<file path="src/cbcc_pkg.sv">
package cbcc_pkg;
  // ----------------------------------------------------------------------
  // register map (byte addresses)
  // ----------------------------------------------------------------------
  localparam logic [7:0] CBCC_CTRL_OFS = 8'h00;
  localparam logic [7:0] CBCC_TQ_OFS = 8'h04;
  localparam logic [7:0] CBCC_STAT_OFS = 8'h08;
  localparam logic [7:0] CBCC_ACT_OFS = 8'h0C;
  localparam logic [7:0] CBCC_APPLY_OFS = 8'h10;

  // ----------------------------------------------------------------------
  // field positions
  // ----------------------------------------------------------------------
  localparam int CBCC_PROT_BIT = 0;
  localparam int CBCC_HC_BIT = 1;
  localparam int CBCC_CUST_BIT = 2;
  localparam int CBCC_RATE_LSB = 4;
  localparam int CBCC_TOT_LSB = 0;
  localparam int CBCC_SP_LSB = 8;
  localparam int CBCC_SJW_LSB = 16;
  localparam int CBCC_ACT_SP_LSB = 8;
  localparam int CBCC_ACT_SJW_LSB = 16;
  localparam int CBCC_ACT_RATE_LSB = 20;
  localparam int CBCC_ACT_UNIT_LSB = 24;

  // ----------------------------------------------------------------------
  // encodings and limits
  // ----------------------------------------------------------------------
  typedef enum logic [1:0] {
    CBCC_R125, CBCC_R250, CBCC_R500, CBCC_R1000
  } cbcc_rate_t;
  localparam logic [4:0] CBCC_TOT_MIN = 5'h08;
  localparam logic [4:0] CBCC_TOT_MAX = 5'h19;
  localparam logic [4:0] CBCC_TOT_DEF = 5'h0E;
  localparam logic [4:0] CBCC_SP_MIN = 5'h06;
  localparam logic [4:0] CBCC_SP_MAX = 5'h11;
  localparam logic [4:0] CBCC_SP_DEF = 5'h0C;
  localparam logic [2:0] CBCC_SJW_MIN = 3'h1;
  localparam logic [2:0] CBCC_SJW_MAX = 3'h4;
  localparam logic [2:0] CBCC_SJW_DEF = 3'h2;
  localparam logic [31:0] CBCC_APPLY_KEY = 32'h0000A55A;
  // clock 125 MHz; prescaler per rate so that tq*tot = bit time
  localparam int CBCC_CLK_KHZ = 125000;
endpackage : cbcc_pkg

</file>
<file path="src/cbcc_if.sv">
`timescale 1ns/1ps
interface cbcc_tq_if;
  logic [4:0] tot;
  logic [4:0] sp;
  logic [2:0] sjw;
  logic [4:0] seg1;
  logic [4:0] seg2;
  logic [2:0] sjw_eff;
  modport src (output tot, output sp, output sjw, input seg1, input seg2,
    input sjw_eff);
  modport calc (input tot, input sp, input sjw, output seg1, output seg2,
    output sjw_eff);
endinterface : cbcc_tq_if

</file>
<file path="src/cbcc_top.sv">
`timescale 1ns/1ps
module cbcc_top
  import cbcc_pkg::*;
(
  // clock and reset
  input wire logic sys_clk_in,
  input wire logic rst_b_in,
  // harness code pins
  input wire logic [1:0] harness_code_in,
  // apb slave
  input wire logic psel_in,
  input wire logic penable_in,
  input wire logic pwrite_in,
  input wire logic [7:0] paddr_in,
  input wire logic [31:0] pwdata_in,
  output logic [31:0] prdata_out,
  output logic pready_out,
  output logic pslverr_out,
  // message gating from the protocol engine
  input wire logic j1939_tx_req_in,
  input wire logic tool_tx_req_in,
  output logic j1939_tx_en_out,
  output logic tool_tx_en_out,
  // applied bus controller settings
  output logic [1:0] primary_bus_channel_rate_out,
  output logic [9:0] primary_bus_channel_presc_out,
  output logic [4:0] primary_bus_channel_seg1_out,
  output logic [4:0] primary_bus_channel_seg2_out,
  output logic [2:0] primary_bus_channel_sjw_out,
  output logic [1:0] secondary_bus_channel_rate_out,
  output logic [9:0] secondary_bus_channel_presc_out,
  output logic [1:0] unit_sel_out,
  output logic config_loaded_out
);

  // ----------------------------------------------------------------------
  // helpers
  // ----------------------------------------------------------------------
  // prescaler: clock cycles per quantum for a rate and quanta count
  function automatic logic [9:0] cbcc_presc(input logic [1:0] rate,
                                            input logic [4:0] tot);
    int kbps;
    int div;
    kbps = 1000;
    case (rate)
      CBCC_R125: kbps = 125;
      CBCC_R250: kbps = 250;
      CBCC_R500: kbps = 500;
      default: kbps = 1000;
    endcase
    div = CBCC_CLK_KHZ / (kbps * int'(tot));
    if (div < 1) begin
      div = 1;
    end
    return div[9:0];
  endfunction : cbcc_presc

  // clamp a value into a range
  function automatic logic [4:0] cbcc_clamp(input logic [4:0] v,
                                            input logic [4:0] lo,
                                            input logic [4:0] hi);
    if (v < lo) begin
      return lo;
    end else if (v > hi) begin
      return hi;
    end
    return v;
  endfunction : cbcc_clamp

  // ----------------------------------------------------------------------
  // pin synchroniser
  // ----------------------------------------------------------------------
  logic [1:0] hc_meta_q;
  logic [1:0] hc_sync_q;
  // harness pins come from outside; the first stage feeds only the second
  always_ff @(posedge sys_clk_in or negedge rst_b_in) begin
    if (!rst_b_in) begin
      hc_meta_q <= 2'h0;
      hc_sync_q <= 2'h0;
    end else begin
      hc_meta_q <= harness_code_in;
      hc_sync_q <= hc_meta_q;
    end
  end

  // ----------------------------------------------------------------------
  // state
  // ----------------------------------------------------------------------
  typedef enum logic [1:0] {
    CBCC_S_SETTLE, CBCC_S_LOAD, CBCC_S_RUN
  } cbcc_phase_t;

  typedef struct packed {
    cbcc_phase_t phase;
    logic [1:0] settle;
    // stored settings from software writes, timing fields clamped to their limits
    logic prot_j1939;
    logic hc_en;
    logic cust_en;
    logic [1:0] rate;
    logic [4:0] tot;
    logic [4:0] sp;
    logic [2:0] sjw;
    logic apply_req;
    // applied settings, frozen while running
    logic [1:0] act_rate;
    logic [4:0] act_tot;
    logic [4:0] act_sp;
    logic [2:0] act_sjw;
    logic act_prot;
    logic [1:0] unit;
    logic loaded;
    logic [31:0] rdata;
  } cbcc_state_t;

  cbcc_state_t s_q;
  cbcc_state_t s_d;

  cbcc_tq_if tq_if ();

  cbcc_seg u_seg (
    .tq(tq_if.calc)
  );

  // staged timing for the segment split: defaults unless custom is set
  assign tq_if.tot = s_q.act_tot;
  assign tq_if.sp = s_q.act_sp;
  assign tq_if.sjw = s_q.act_sjw;

  // ----------------------------------------------------------------------
  // apb decode
  // ----------------------------------------------------------------------
  logic acc;
  logic wr;
  logic mapped;
  assign acc = psel_in && penable_in;
  assign wr = acc && pwrite_in;
  // zero wait states: every access completes in its first access cycle
  assign pready_out = 1'b1;
  always_comb begin
    case (paddr_in)
      CBCC_CTRL_OFS, CBCC_TQ_OFS, CBCC_STAT_OFS, CBCC_ACT_OFS,
      CBCC_APPLY_OFS: mapped = 1'b1;
      default: mapped = 1'b0;
    endcase
  end
  assign pslverr_out = acc && !mapped;

  // ----------------------------------------------------------------------
  // next state
  // ----------------------------------------------------------------------
  always_comb begin
    s_d = s_q;
    // register writes only change the stored copy
    if (wr) begin
      case (paddr_in)
        CBCC_CTRL_OFS: begin
          s_d.prot_j1939 = pwdata_in[CBCC_PROT_BIT];
          s_d.hc_en = pwdata_in[CBCC_HC_BIT];
          s_d.cust_en = pwdata_in[CBCC_CUST_BIT];
          s_d.rate = pwdata_in[CBCC_RATE_LSB +: 2];
        end
        CBCC_TQ_OFS: begin
          // out-of-range values saturate at the nearest limit
          s_d.tot = cbcc_clamp(pwdata_in[CBCC_TOT_LSB +: 5], CBCC_TOT_MIN,
                               CBCC_TOT_MAX);
          s_d.sp = cbcc_clamp(pwdata_in[CBCC_SP_LSB +: 5], CBCC_SP_MIN,
                              CBCC_SP_MAX);
          s_d.sjw = 3'(cbcc_clamp({2'h0, pwdata_in[CBCC_SJW_LSB +: 3]},
                                  {2'h0, CBCC_SJW_MIN},
                                  {2'h0, CBCC_SJW_MAX}));
        end
        // soft power cycle: keyed so a stray write cannot reload
        CBCC_APPLY_OFS: begin
          if (pwdata_in == CBCC_APPLY_KEY) begin
            s_d.apply_req = 1'b1;
          end
        end
        default: begin
        end
      endcase
    end
    // power-up sequence
    case (s_q.phase)
      CBCC_S_SETTLE: begin
        // let the harness synchroniser fill before sampling
        s_d.settle = s_q.settle + 2'h1;
        if (s_q.settle == 2'h3) begin
          s_d.phase = CBCC_S_LOAD;
        end
      end
      CBCC_S_LOAD: begin
        s_d.act_rate = s_q.rate;
        s_d.act_prot = s_q.prot_j1939;
        if (s_q.cust_en) begin
          s_d.act_tot = s_q.tot;
          s_d.act_sp = s_q.sp;
          s_d.act_sjw = s_q.sjw;
        end else begin
          s_d.act_tot = CBCC_TOT_DEF;
          s_d.act_sp = CBCC_SP_DEF;
          s_d.act_sjw = CBCC_SJW_DEF;
        end
        s_d.unit = s_q.hc_en ? hc_sync_q : 2'h0;
        s_d.loaded = 1'b1;
        s_d.apply_req = 1'b0;
        s_d.phase = CBCC_S_RUN;
      end
      CBCC_S_RUN: begin
        // applied values stay put until a power cycle
        if (s_q.apply_req) begin
          s_d.phase = CBCC_S_SETTLE;
          s_d.settle = 2'h0;
          s_d.loaded = 1'b0;
        end
      end
      default: s_d.phase = CBCC_S_SETTLE;
    endcase
    // read data registered at setup so it is valid in the access cycle
    s_d.rdata = 32'h0000_0000;
    if (psel_in && !penable_in && !pwrite_in) begin
      case (paddr_in)
        CBCC_CTRL_OFS: begin
          s_d.rdata[CBCC_PROT_BIT] = s_q.prot_j1939;
          s_d.rdata[CBCC_HC_BIT] = s_q.hc_en;
          s_d.rdata[CBCC_CUST_BIT] = s_q.cust_en;
          s_d.rdata[CBCC_RATE_LSB +: 2] = s_q.rate;
        end
        CBCC_TQ_OFS: begin
          s_d.rdata[CBCC_TOT_LSB +: 5] = s_q.tot;
          s_d.rdata[CBCC_SP_LSB +: 5] = s_q.sp;
          s_d.rdata[CBCC_SJW_LSB +: 3] = s_q.sjw;
        end
        CBCC_STAT_OFS: begin
          s_d.rdata[0] = s_q.loaded;
          s_d.rdata[1] = s_q.apply_req;
          s_d.rdata[3:2] = hc_sync_q;
        end
        CBCC_ACT_OFS: begin
          s_d.rdata[CBCC_TOT_LSB +: 5] = s_q.act_tot;
          s_d.rdata[CBCC_ACT_SP_LSB +: 5] = s_q.act_sp;
          s_d.rdata[CBCC_ACT_SJW_LSB +: 3] = tq_if.sjw_eff;
          s_d.rdata[CBCC_ACT_RATE_LSB +: 2] = s_q.act_rate;
          s_d.rdata[CBCC_ACT_UNIT_LSB +: 2] = s_q.unit;
        end
        default: begin
        end
      endcase
    end
  end

  // ----------------------------------------------------------------------
  // state register
  // ----------------------------------------------------------------------
  always_ff @(posedge sys_clk_in or negedge rst_b_in) begin
    if (!rst_b_in) begin
      s_q <= '0;
      s_q.phase <= CBCC_S_SETTLE;
      s_q.prot_j1939 <= 1'b1;
      s_q.hc_en <= 1'b1;
      s_q.cust_en <= 1'b0;
      s_q.rate <= CBCC_R250;
      s_q.tot <= CBCC_TOT_DEF;
      s_q.sp <= CBCC_SP_DEF;
      s_q.sjw <= CBCC_SJW_DEF;
      s_q.act_rate <= CBCC_R250;
      s_q.act_tot <= CBCC_TOT_DEF;
      s_q.act_sp <= CBCC_SP_DEF;
      s_q.act_sjw <= CBCC_SJW_DEF;
      s_q.act_prot <= 1'b1;
    end else begin
      s_q <= s_d;
    end
  end

  // ----------------------------------------------------------------------
  // outputs
  // ----------------------------------------------------------------------
  assign prdata_out = s_q.rdata;
  // nothing leaves before the controller is loaded
  assign j1939_tx_en_out = j1939_tx_req_in && s_q.act_prot
                           && s_q.loaded;
  assign tool_tx_en_out = tool_tx_req_in && s_q.loaded;
  assign primary_bus_channel_rate_out = s_q.act_rate;
  assign primary_bus_channel_presc_out = cbcc_presc(s_q.act_rate,
                                                    s_q.act_tot);
  assign primary_bus_channel_seg1_out = tq_if.seg1;
  assign primary_bus_channel_seg2_out = tq_if.seg2;
  assign primary_bus_channel_sjw_out = tq_if.sjw_eff;
  // secondary has no setting at all
  assign secondary_bus_channel_rate_out = CBCC_R1000;
  assign secondary_bus_channel_presc_out = cbcc_presc(CBCC_R1000,
                                                      CBCC_TOT_DEF);
  assign unit_sel_out = s_q.unit;
  assign config_loaded_out = s_q.loaded;

endmodule : cbcc_top

</file>
<file path="src/cbcc_seg.sv">
`timescale 1ns/1ps
module cbcc_seg
  import cbcc_pkg::*;
(
  cbcc_tq_if.calc tq
);
  // ----------------------------------------------------------------------
  // segment split
  // ----------------------------------------------------------------------
  // sync is quantum 1; seg1 fills to the sample point, seg2 is the rest
  always_comb begin
    tq.seg1 = tq.sp - 5'h01;
    tq.seg2 = (tq.tot > tq.sp) ? tq.tot - tq.sp : 5'h01;
    // jump width clipped to seg2
    if ({2'h0, tq.sjw} > tq.seg2) begin
      tq.sjw_eff = tq.seg2[2:0];
    end else begin
      tq.sjw_eff = tq.sjw;
    end
  end
endmodule : cbcc_seg

</file>
<file path="config.mk">
export PLATFORM = sky130hd
export DESIGN_NAME = cbcc_top
export DESIGN_NICKNAME = d
export VERILOG_FILES = /design/src/cbcc_pkg.sv /design/src/cbcc_if.sv /design/src/cbcc_top.sv /design/src/cbcc_seg.sv
export SDC_FILE = /design/constraint.sdc
export NUM_CORES = 1
export LEC_CHECK = 0
export ABC_AREA = 1
export CORE_UTILIZATION = 30
export CTS_CLUSTER_SIZE = 10
export DETAILED_ROUTE_END_ITERATION = 6
export DONT_BUFFER_PORTS = 1
export GPL_ROUTABILITY_DRIVEN = 1
export MAX_ROUTING_LAYER = met4
export PLACE_DENSITY = 0.51
export RECOVER_POWER = 100
export SETUP_SLACK_MARGIN = 0.3
export SLEW_MARGIN = 10
export SYNTH_ARGS = -nofsm -noshare
export SYNTH_HDL_FRONTEND = slang
export SYNTH_SLANG_ARGS = --single-unit
</file>
<file path="constraint.sdc">
create_clock -name sys_clk_in -period 146.1 [get_ports sys_clk_in]
set_clock_uncertainty 0.1 [all_clocks]
set_input_delay 7.305 -clock sys_clk_in [delete_from_list [all_inputs] [get_ports sys_clk_in]]
set_output_delay 7.305 -clock sys_clk_in [all_outputs]
set_load 0.02 [all_outputs]
</file>
== Word-level counts from Yosys, hierarchy flattened ==
Cells that the tools add are included.
Storage, ports and cells
  register bits after elaboration: 64
  input port bits: 49
Operators by class
  add/sub/neg operators: 3
  multiply operators: 1
  div/mod/pow operators: 1
  magnitude comparators: 9
  equal/unequal tests: 12
  multiplexer cells: 51
  reductions and logical operators: 26
Operator list (count)
  two-way mux 5 bit: 8
  divider 18 x 32 -> 32 bit, first input constant: 1
  equality test 32 x 16 -> 1 bit, second input constant: 1
  < comparator 32 x 2 -> 1 bit, second input constant: 1
  multiplier 32 x 6 -> 32 bit: 1
  case mux 10 bit (3 select lines): 1
  two-way mux 19 bit: 1
  two-way mux 1 bit: 18
  equality test 8 x 4 -> 1 bit, second input constant: 2
  two-way mux 3 bit: 5
  two-way mux 13 bit: 1
  two-way mux 2 bit: 6
  case mux 3 bit (4 select lines): 1
  > comparator 5 bit, second input constant: 2
  two-way mux 10 bit: 1
  case mux 5 bit (2 select lines): 1
  AND reduction 2 bit: 5
  nonzero test 2 bit: 5
  equality test 8 x 3 -> 1 bit, second input constant: 1
  equality test 8 x 5 -> 1 bit, second input constant: 1
  logical AND 1 bit: 8
  logical NOT 8 bit: 1
  equality test 2 bit, second input constant: 3
  two-way mux 6 bit: 1
  21 further kinds: 27

== Depth between registers and ports, before layout ==
  depth after elaboration: 6
  depth in mapped cells: 589
  depth with buffers taken out: 546

== By module ==
Synthesis repeated with hierarchy kept, for this count alone.
Unflattened totals
  cell total of the unflattened synthesis: 4934
  area total of the unflattened synthesis: 30671.9 um^2
Modules (own cells, without submodules)
  cbcc_top: times used 1, cells an instance 4856, area an instance 30152.7 um^2, seq. area each 1622.8 um^2
  cbcc_seg: times used 1, cells an instance 78, area an instance 519.2 um^2, seq. area each 0.0 um^2

== Worst setup path before layout ==
No wires, ideal clock.
  kind: register to output
  start: reg s_q, in the netlist primary_bus_channel_rate_out[0]
  end: out primary_bus_channel_presc_out[0]
  data arrival time: 74.296 ns
  data required time: 138.695 ns
  slack: 64.399 ns
  cell stages (with the launch flop): 566
  path buffers: 50
  cells stage by stage: dfstp_2 buf_4 inv_1 nor2_1 inv_1 nor2_1 fa_1 fa_1 inv_1 fa_1 inv_1 ha_1 inv_1 nand2_1 nand2_1 xor2_1 nand4_1 nor2_1 [530 not listed] nor2_1 nand3_1 inv_1 nand2_1 nor2_2 nand3_1 buf_4 buf_2 a21oi_1 ha_1 nand2_1 nor2_1 a221oi_1 nand2_1 a21oi_1 nor2_1 nor2_1 nand3_1
On the way
  word-level cells in the longest chain between the ends: 6
Ends and longest elaborated chain
  start, declared: line cbcc_top.sv:116  | cbcc_state_t s_q;
  equality test 2 bit (tied with other cells): line cbcc_top.sv:45  | case (rate)
  case mux 10 bit (3 select lines) *: line cbcc_top.sv:45
  multiplier 32 x 6 -> 32 bit *: line cbcc_top.sv:51  | div = CBCC_CLK_KHZ / (kbps * int'(tot));
  divider 18 x 32 -> 32 bit *: line cbcc_top.sv:51
  < comparator 32 x 2 -> 1 bit: line cbcc_top.sv:52  | if (div < 1) begin
  two-way mux 10 bit *: line cbcc_top.sv:52
  end, declared: line cbcc_top.sv:26  | output logic [9:0] primary_bus_channel_presc_out,
Every way passes the cells marked *; elsewhere a longest branch is shown, timed or not.

== Worst setup path in the final report ==
Same ends and word-level chain as after synthesis.

==> out/metrics.yaml <==
grt.busiest_layer: "met2"
fin_tns_setup_ns: 0
grt_max_degree: 65
gp_congestion: 0.864
rows: 113
overflow: 0
synthFlopType: "dfrtp_1"
fp.dieH_um: 313
cpMaxStageDelayCell: "clkbuf_1"
post_cts_buffers: 0
fmaxAchievable_mhz: 10.4
cp.depth: 519
hpwl_um: 63800
ys_seq_area_frac: 0.0559
hold_class: "reg2reg"
cts_buffers: 9
fillerInstances: 10700
drv_slew: 25
core_area_um2: 95400
syn-cell-area_um2: 29100
crit_family: "compound AO/OA/AOI/OAI gates"
avgSynthCellArea_um2: 6.07
setup_viol: 0
drc: 0
root_buffer: "clkbuf_16"
fin_crit_sh: 0.658
ys.warnings.count: 0
final_nets: 5157
post-place-cells: 5962
r2r_start: "tq_if.tot[0]"
startpoint_type: "flop"
n_antenna_cell: 0
postCtsHoldBufs: 0
antenna_left: 0
hold_viol: 0
grt_use_total: 0.165
critPathMaxStageDelay_ns: 1.58
yosysUniqueCellTypes: 77
drive_above_1_share: 0.0866
status: "complete, but fails checks"
synth-edff-count: 0
maxSlewHeadroom: -0.488
start_util: 0.304
min_from: "hc_meta_q[1]"
fin_cells: 5978
rr_worst_depth: 14
viasPerCell: 4.78
grt_use_met2: 0.287
fin_crit_ns: 96.11
r2r_end: "prdata_out[18]"
critPathMaxFanout: 43
drtPass1Iterations: 5
critPathKind: "reg2out"
clkTransAtPathRegs_ns: 0.05
ys_ff_latch: 64
totalWireLength_um: 79100
violations: "max-capacitance violations, max-slew violations"
startpoint: "primary_bus_channel_rate_out[0]"
dieWidth_um: 313
clock_latency_ns: 0.34
postCtsResizedCells: 0
reg2reg_setup_slack_ns: 141.35
worstPathArrival_ns: 88.71
io_buffer_count: 0
rsz0062_at_grt: "no"
worst_pin_slew_ns: 2.23
grt_pass1_wl_um: 134000
wl_per_cell_um: 13.2
cts_tree: "yes"
grtUsageMet3: 0.00648
clock_path_buffers: 2
ios: 125
gr-usage-met1: 0.217
clock-sinks: 64
required_ns: 138.69
grt_pass1_vias: 27000
timing.critical_path.buf_inv: 58
htree_num_levels: 3
cp-endpoint: "primary_bus_channel_presc_out[0]"
synth_cells: 4787
cp-end-kind: "output port"
die-area_um2: 98100
via_count: 28600
area_growth_pct: 4.19
drv_cap: 1
drt_iter0_markers: 1354
crit_top_cell: "nand2_1"
synth_async_sr_flop_share: 1.00
antenna_found_initial: 0
## routing by layer
layer	share of wire	up-vias
met1	0.49	12700
met4	0.011	0
met2	0.48	307
met3	0.019	67
li1	-	15500
met5	0	-
## worst min-delay path by stage
stage / slack, ns / cells after the start / endpoint
floorplan: 0.23 / 0 / hc_sync_q[0]
global placement: 0.24 / 0 / hc_sync_q[1]
detailed placement: 0.24 / 0 / hc_sync_q[1]
CTS: 0.25 / 0 / hc_sync_q[1]
global route: 0.27 / 0 / hc_sync_q[0]
finish: 0.25 / 0 / hc_sync_q[1]
## synthesized netlist by cell type, types with 59 or more instances
| master | number | area, um^2 |
|---|---|---|
| nand2_1 | 1150 | 4320 |
| ha_1 | 375 | 4690 |
| nand4_1 | 83 | 519 |
| o21ai_0 | 341 | 1710 |
| nand2_2 | 103 | 644 |
| xnor2_1 | 118 | 1030 |
| inv_1 | 687 | 2580 |
| xor2_1 | 196 | 1720 |
| a21oi_1 | 342 | 1710 |
| nand3_2 | 59 | 591 |
| o21bai_1 | 75 | 563 |
| nor2_1 | 315 | 1180 |
| nand3_1 | 300 | 1500 |
## placed cells by master, fill, tap and decap left out, types with 11 or more instances in the layout
master,netlist,layout
xnor2_1,118,118
nand2_1,1150,1152
clkinv_1,14,14
nor2_2,30,30
o21ai_0,341,341
conb_1,2,28
dfrtp_1,47,47
dfstp_2,17,16
nand2_4,19,18
nand2_2,103,102
a21oi_1,342,342
o31ai_1,16,16
nand3_1,300,302
o211ai_1,12,12
nand3_2,59,57
xor2_1,196,195
nand3b_1,15,15
nor2_4,25,23
nor3_1,35,34
buf_4,56,17
o21ai_1,35,35
o21ai_2,20,20
o21bai_1,75,75
or2_2,25,25
nor2_1,315,317
or2_1,11,11
a21o_1,17,17
inv_2,28,28
nand4_1,83,83
inv_1,687,687
ha_1,375,375
fa_1,25,25
## cell families (layout without fill, tap and decap cells)
group / Yosys count / count (layout) / share of synthesized area
flip-flops: 64 / 64 / 0.0559
XOR/XNOR: 314 / 314 / 0.0947
AND/OR/NAND/NOR: 2210 / 2210 / 0.360
buffers and inverters: 873 / 773 / 0.129
AO/OA/AOI/OAI: 924 / 924 / 0.181
adder cells (fa/ha/maj): 400 / 400 / 0.179
other: 2 / 28 / 0.000259
## metrics by stage
| step | hold slack (ns) | utilization | setup WS (ns) | instance area [um^2] |
|---|---|---|---|---|
| finish | 0.252 | 0.317 | 49.99 | 30300 |
| global route | 0.271 | 0.317 | 38.35 | 30300 |
| CTS | 0.253 | 0.318 | 55.58 | 30300 |
| detailed placement | 0.241 | 0.314 | 56.17 | 29900 |
| global placement | 0.240 | 0.314 | 57.83 | 29900 |
| floorplan | 0.231 | - | 64.40 | 29100 |
## area by class of cell
type,instances,area [um^2],share of cell area
multi-input cells,3876,23700,0.784
inverters,737,2790,0.0922
flip-flops and latches,64,1620,0.0536
well taps,1265,1580,0.0523
clock buffers,9,225,0.00744
clock inverters,7,168,0.00554
repair buffers,20,139,0.00459
## registers in the layout (all words and copies together) (netlist names)
signal                        count
config_loaded_out                 1
hc_meta_q                         2
primary_bus_channel_rate_out      2
tq_if.sp                          5
hc_sync_q                         2
tq_if.tot                         5
tq_if.sjw                         3
s_q                              24
prdata_out                       18
unit_sel_out                      2
Power is left out: the tool's default activity adds up to more than one toggle a clock period on the data nets, which glitch-free logic cannot reach.
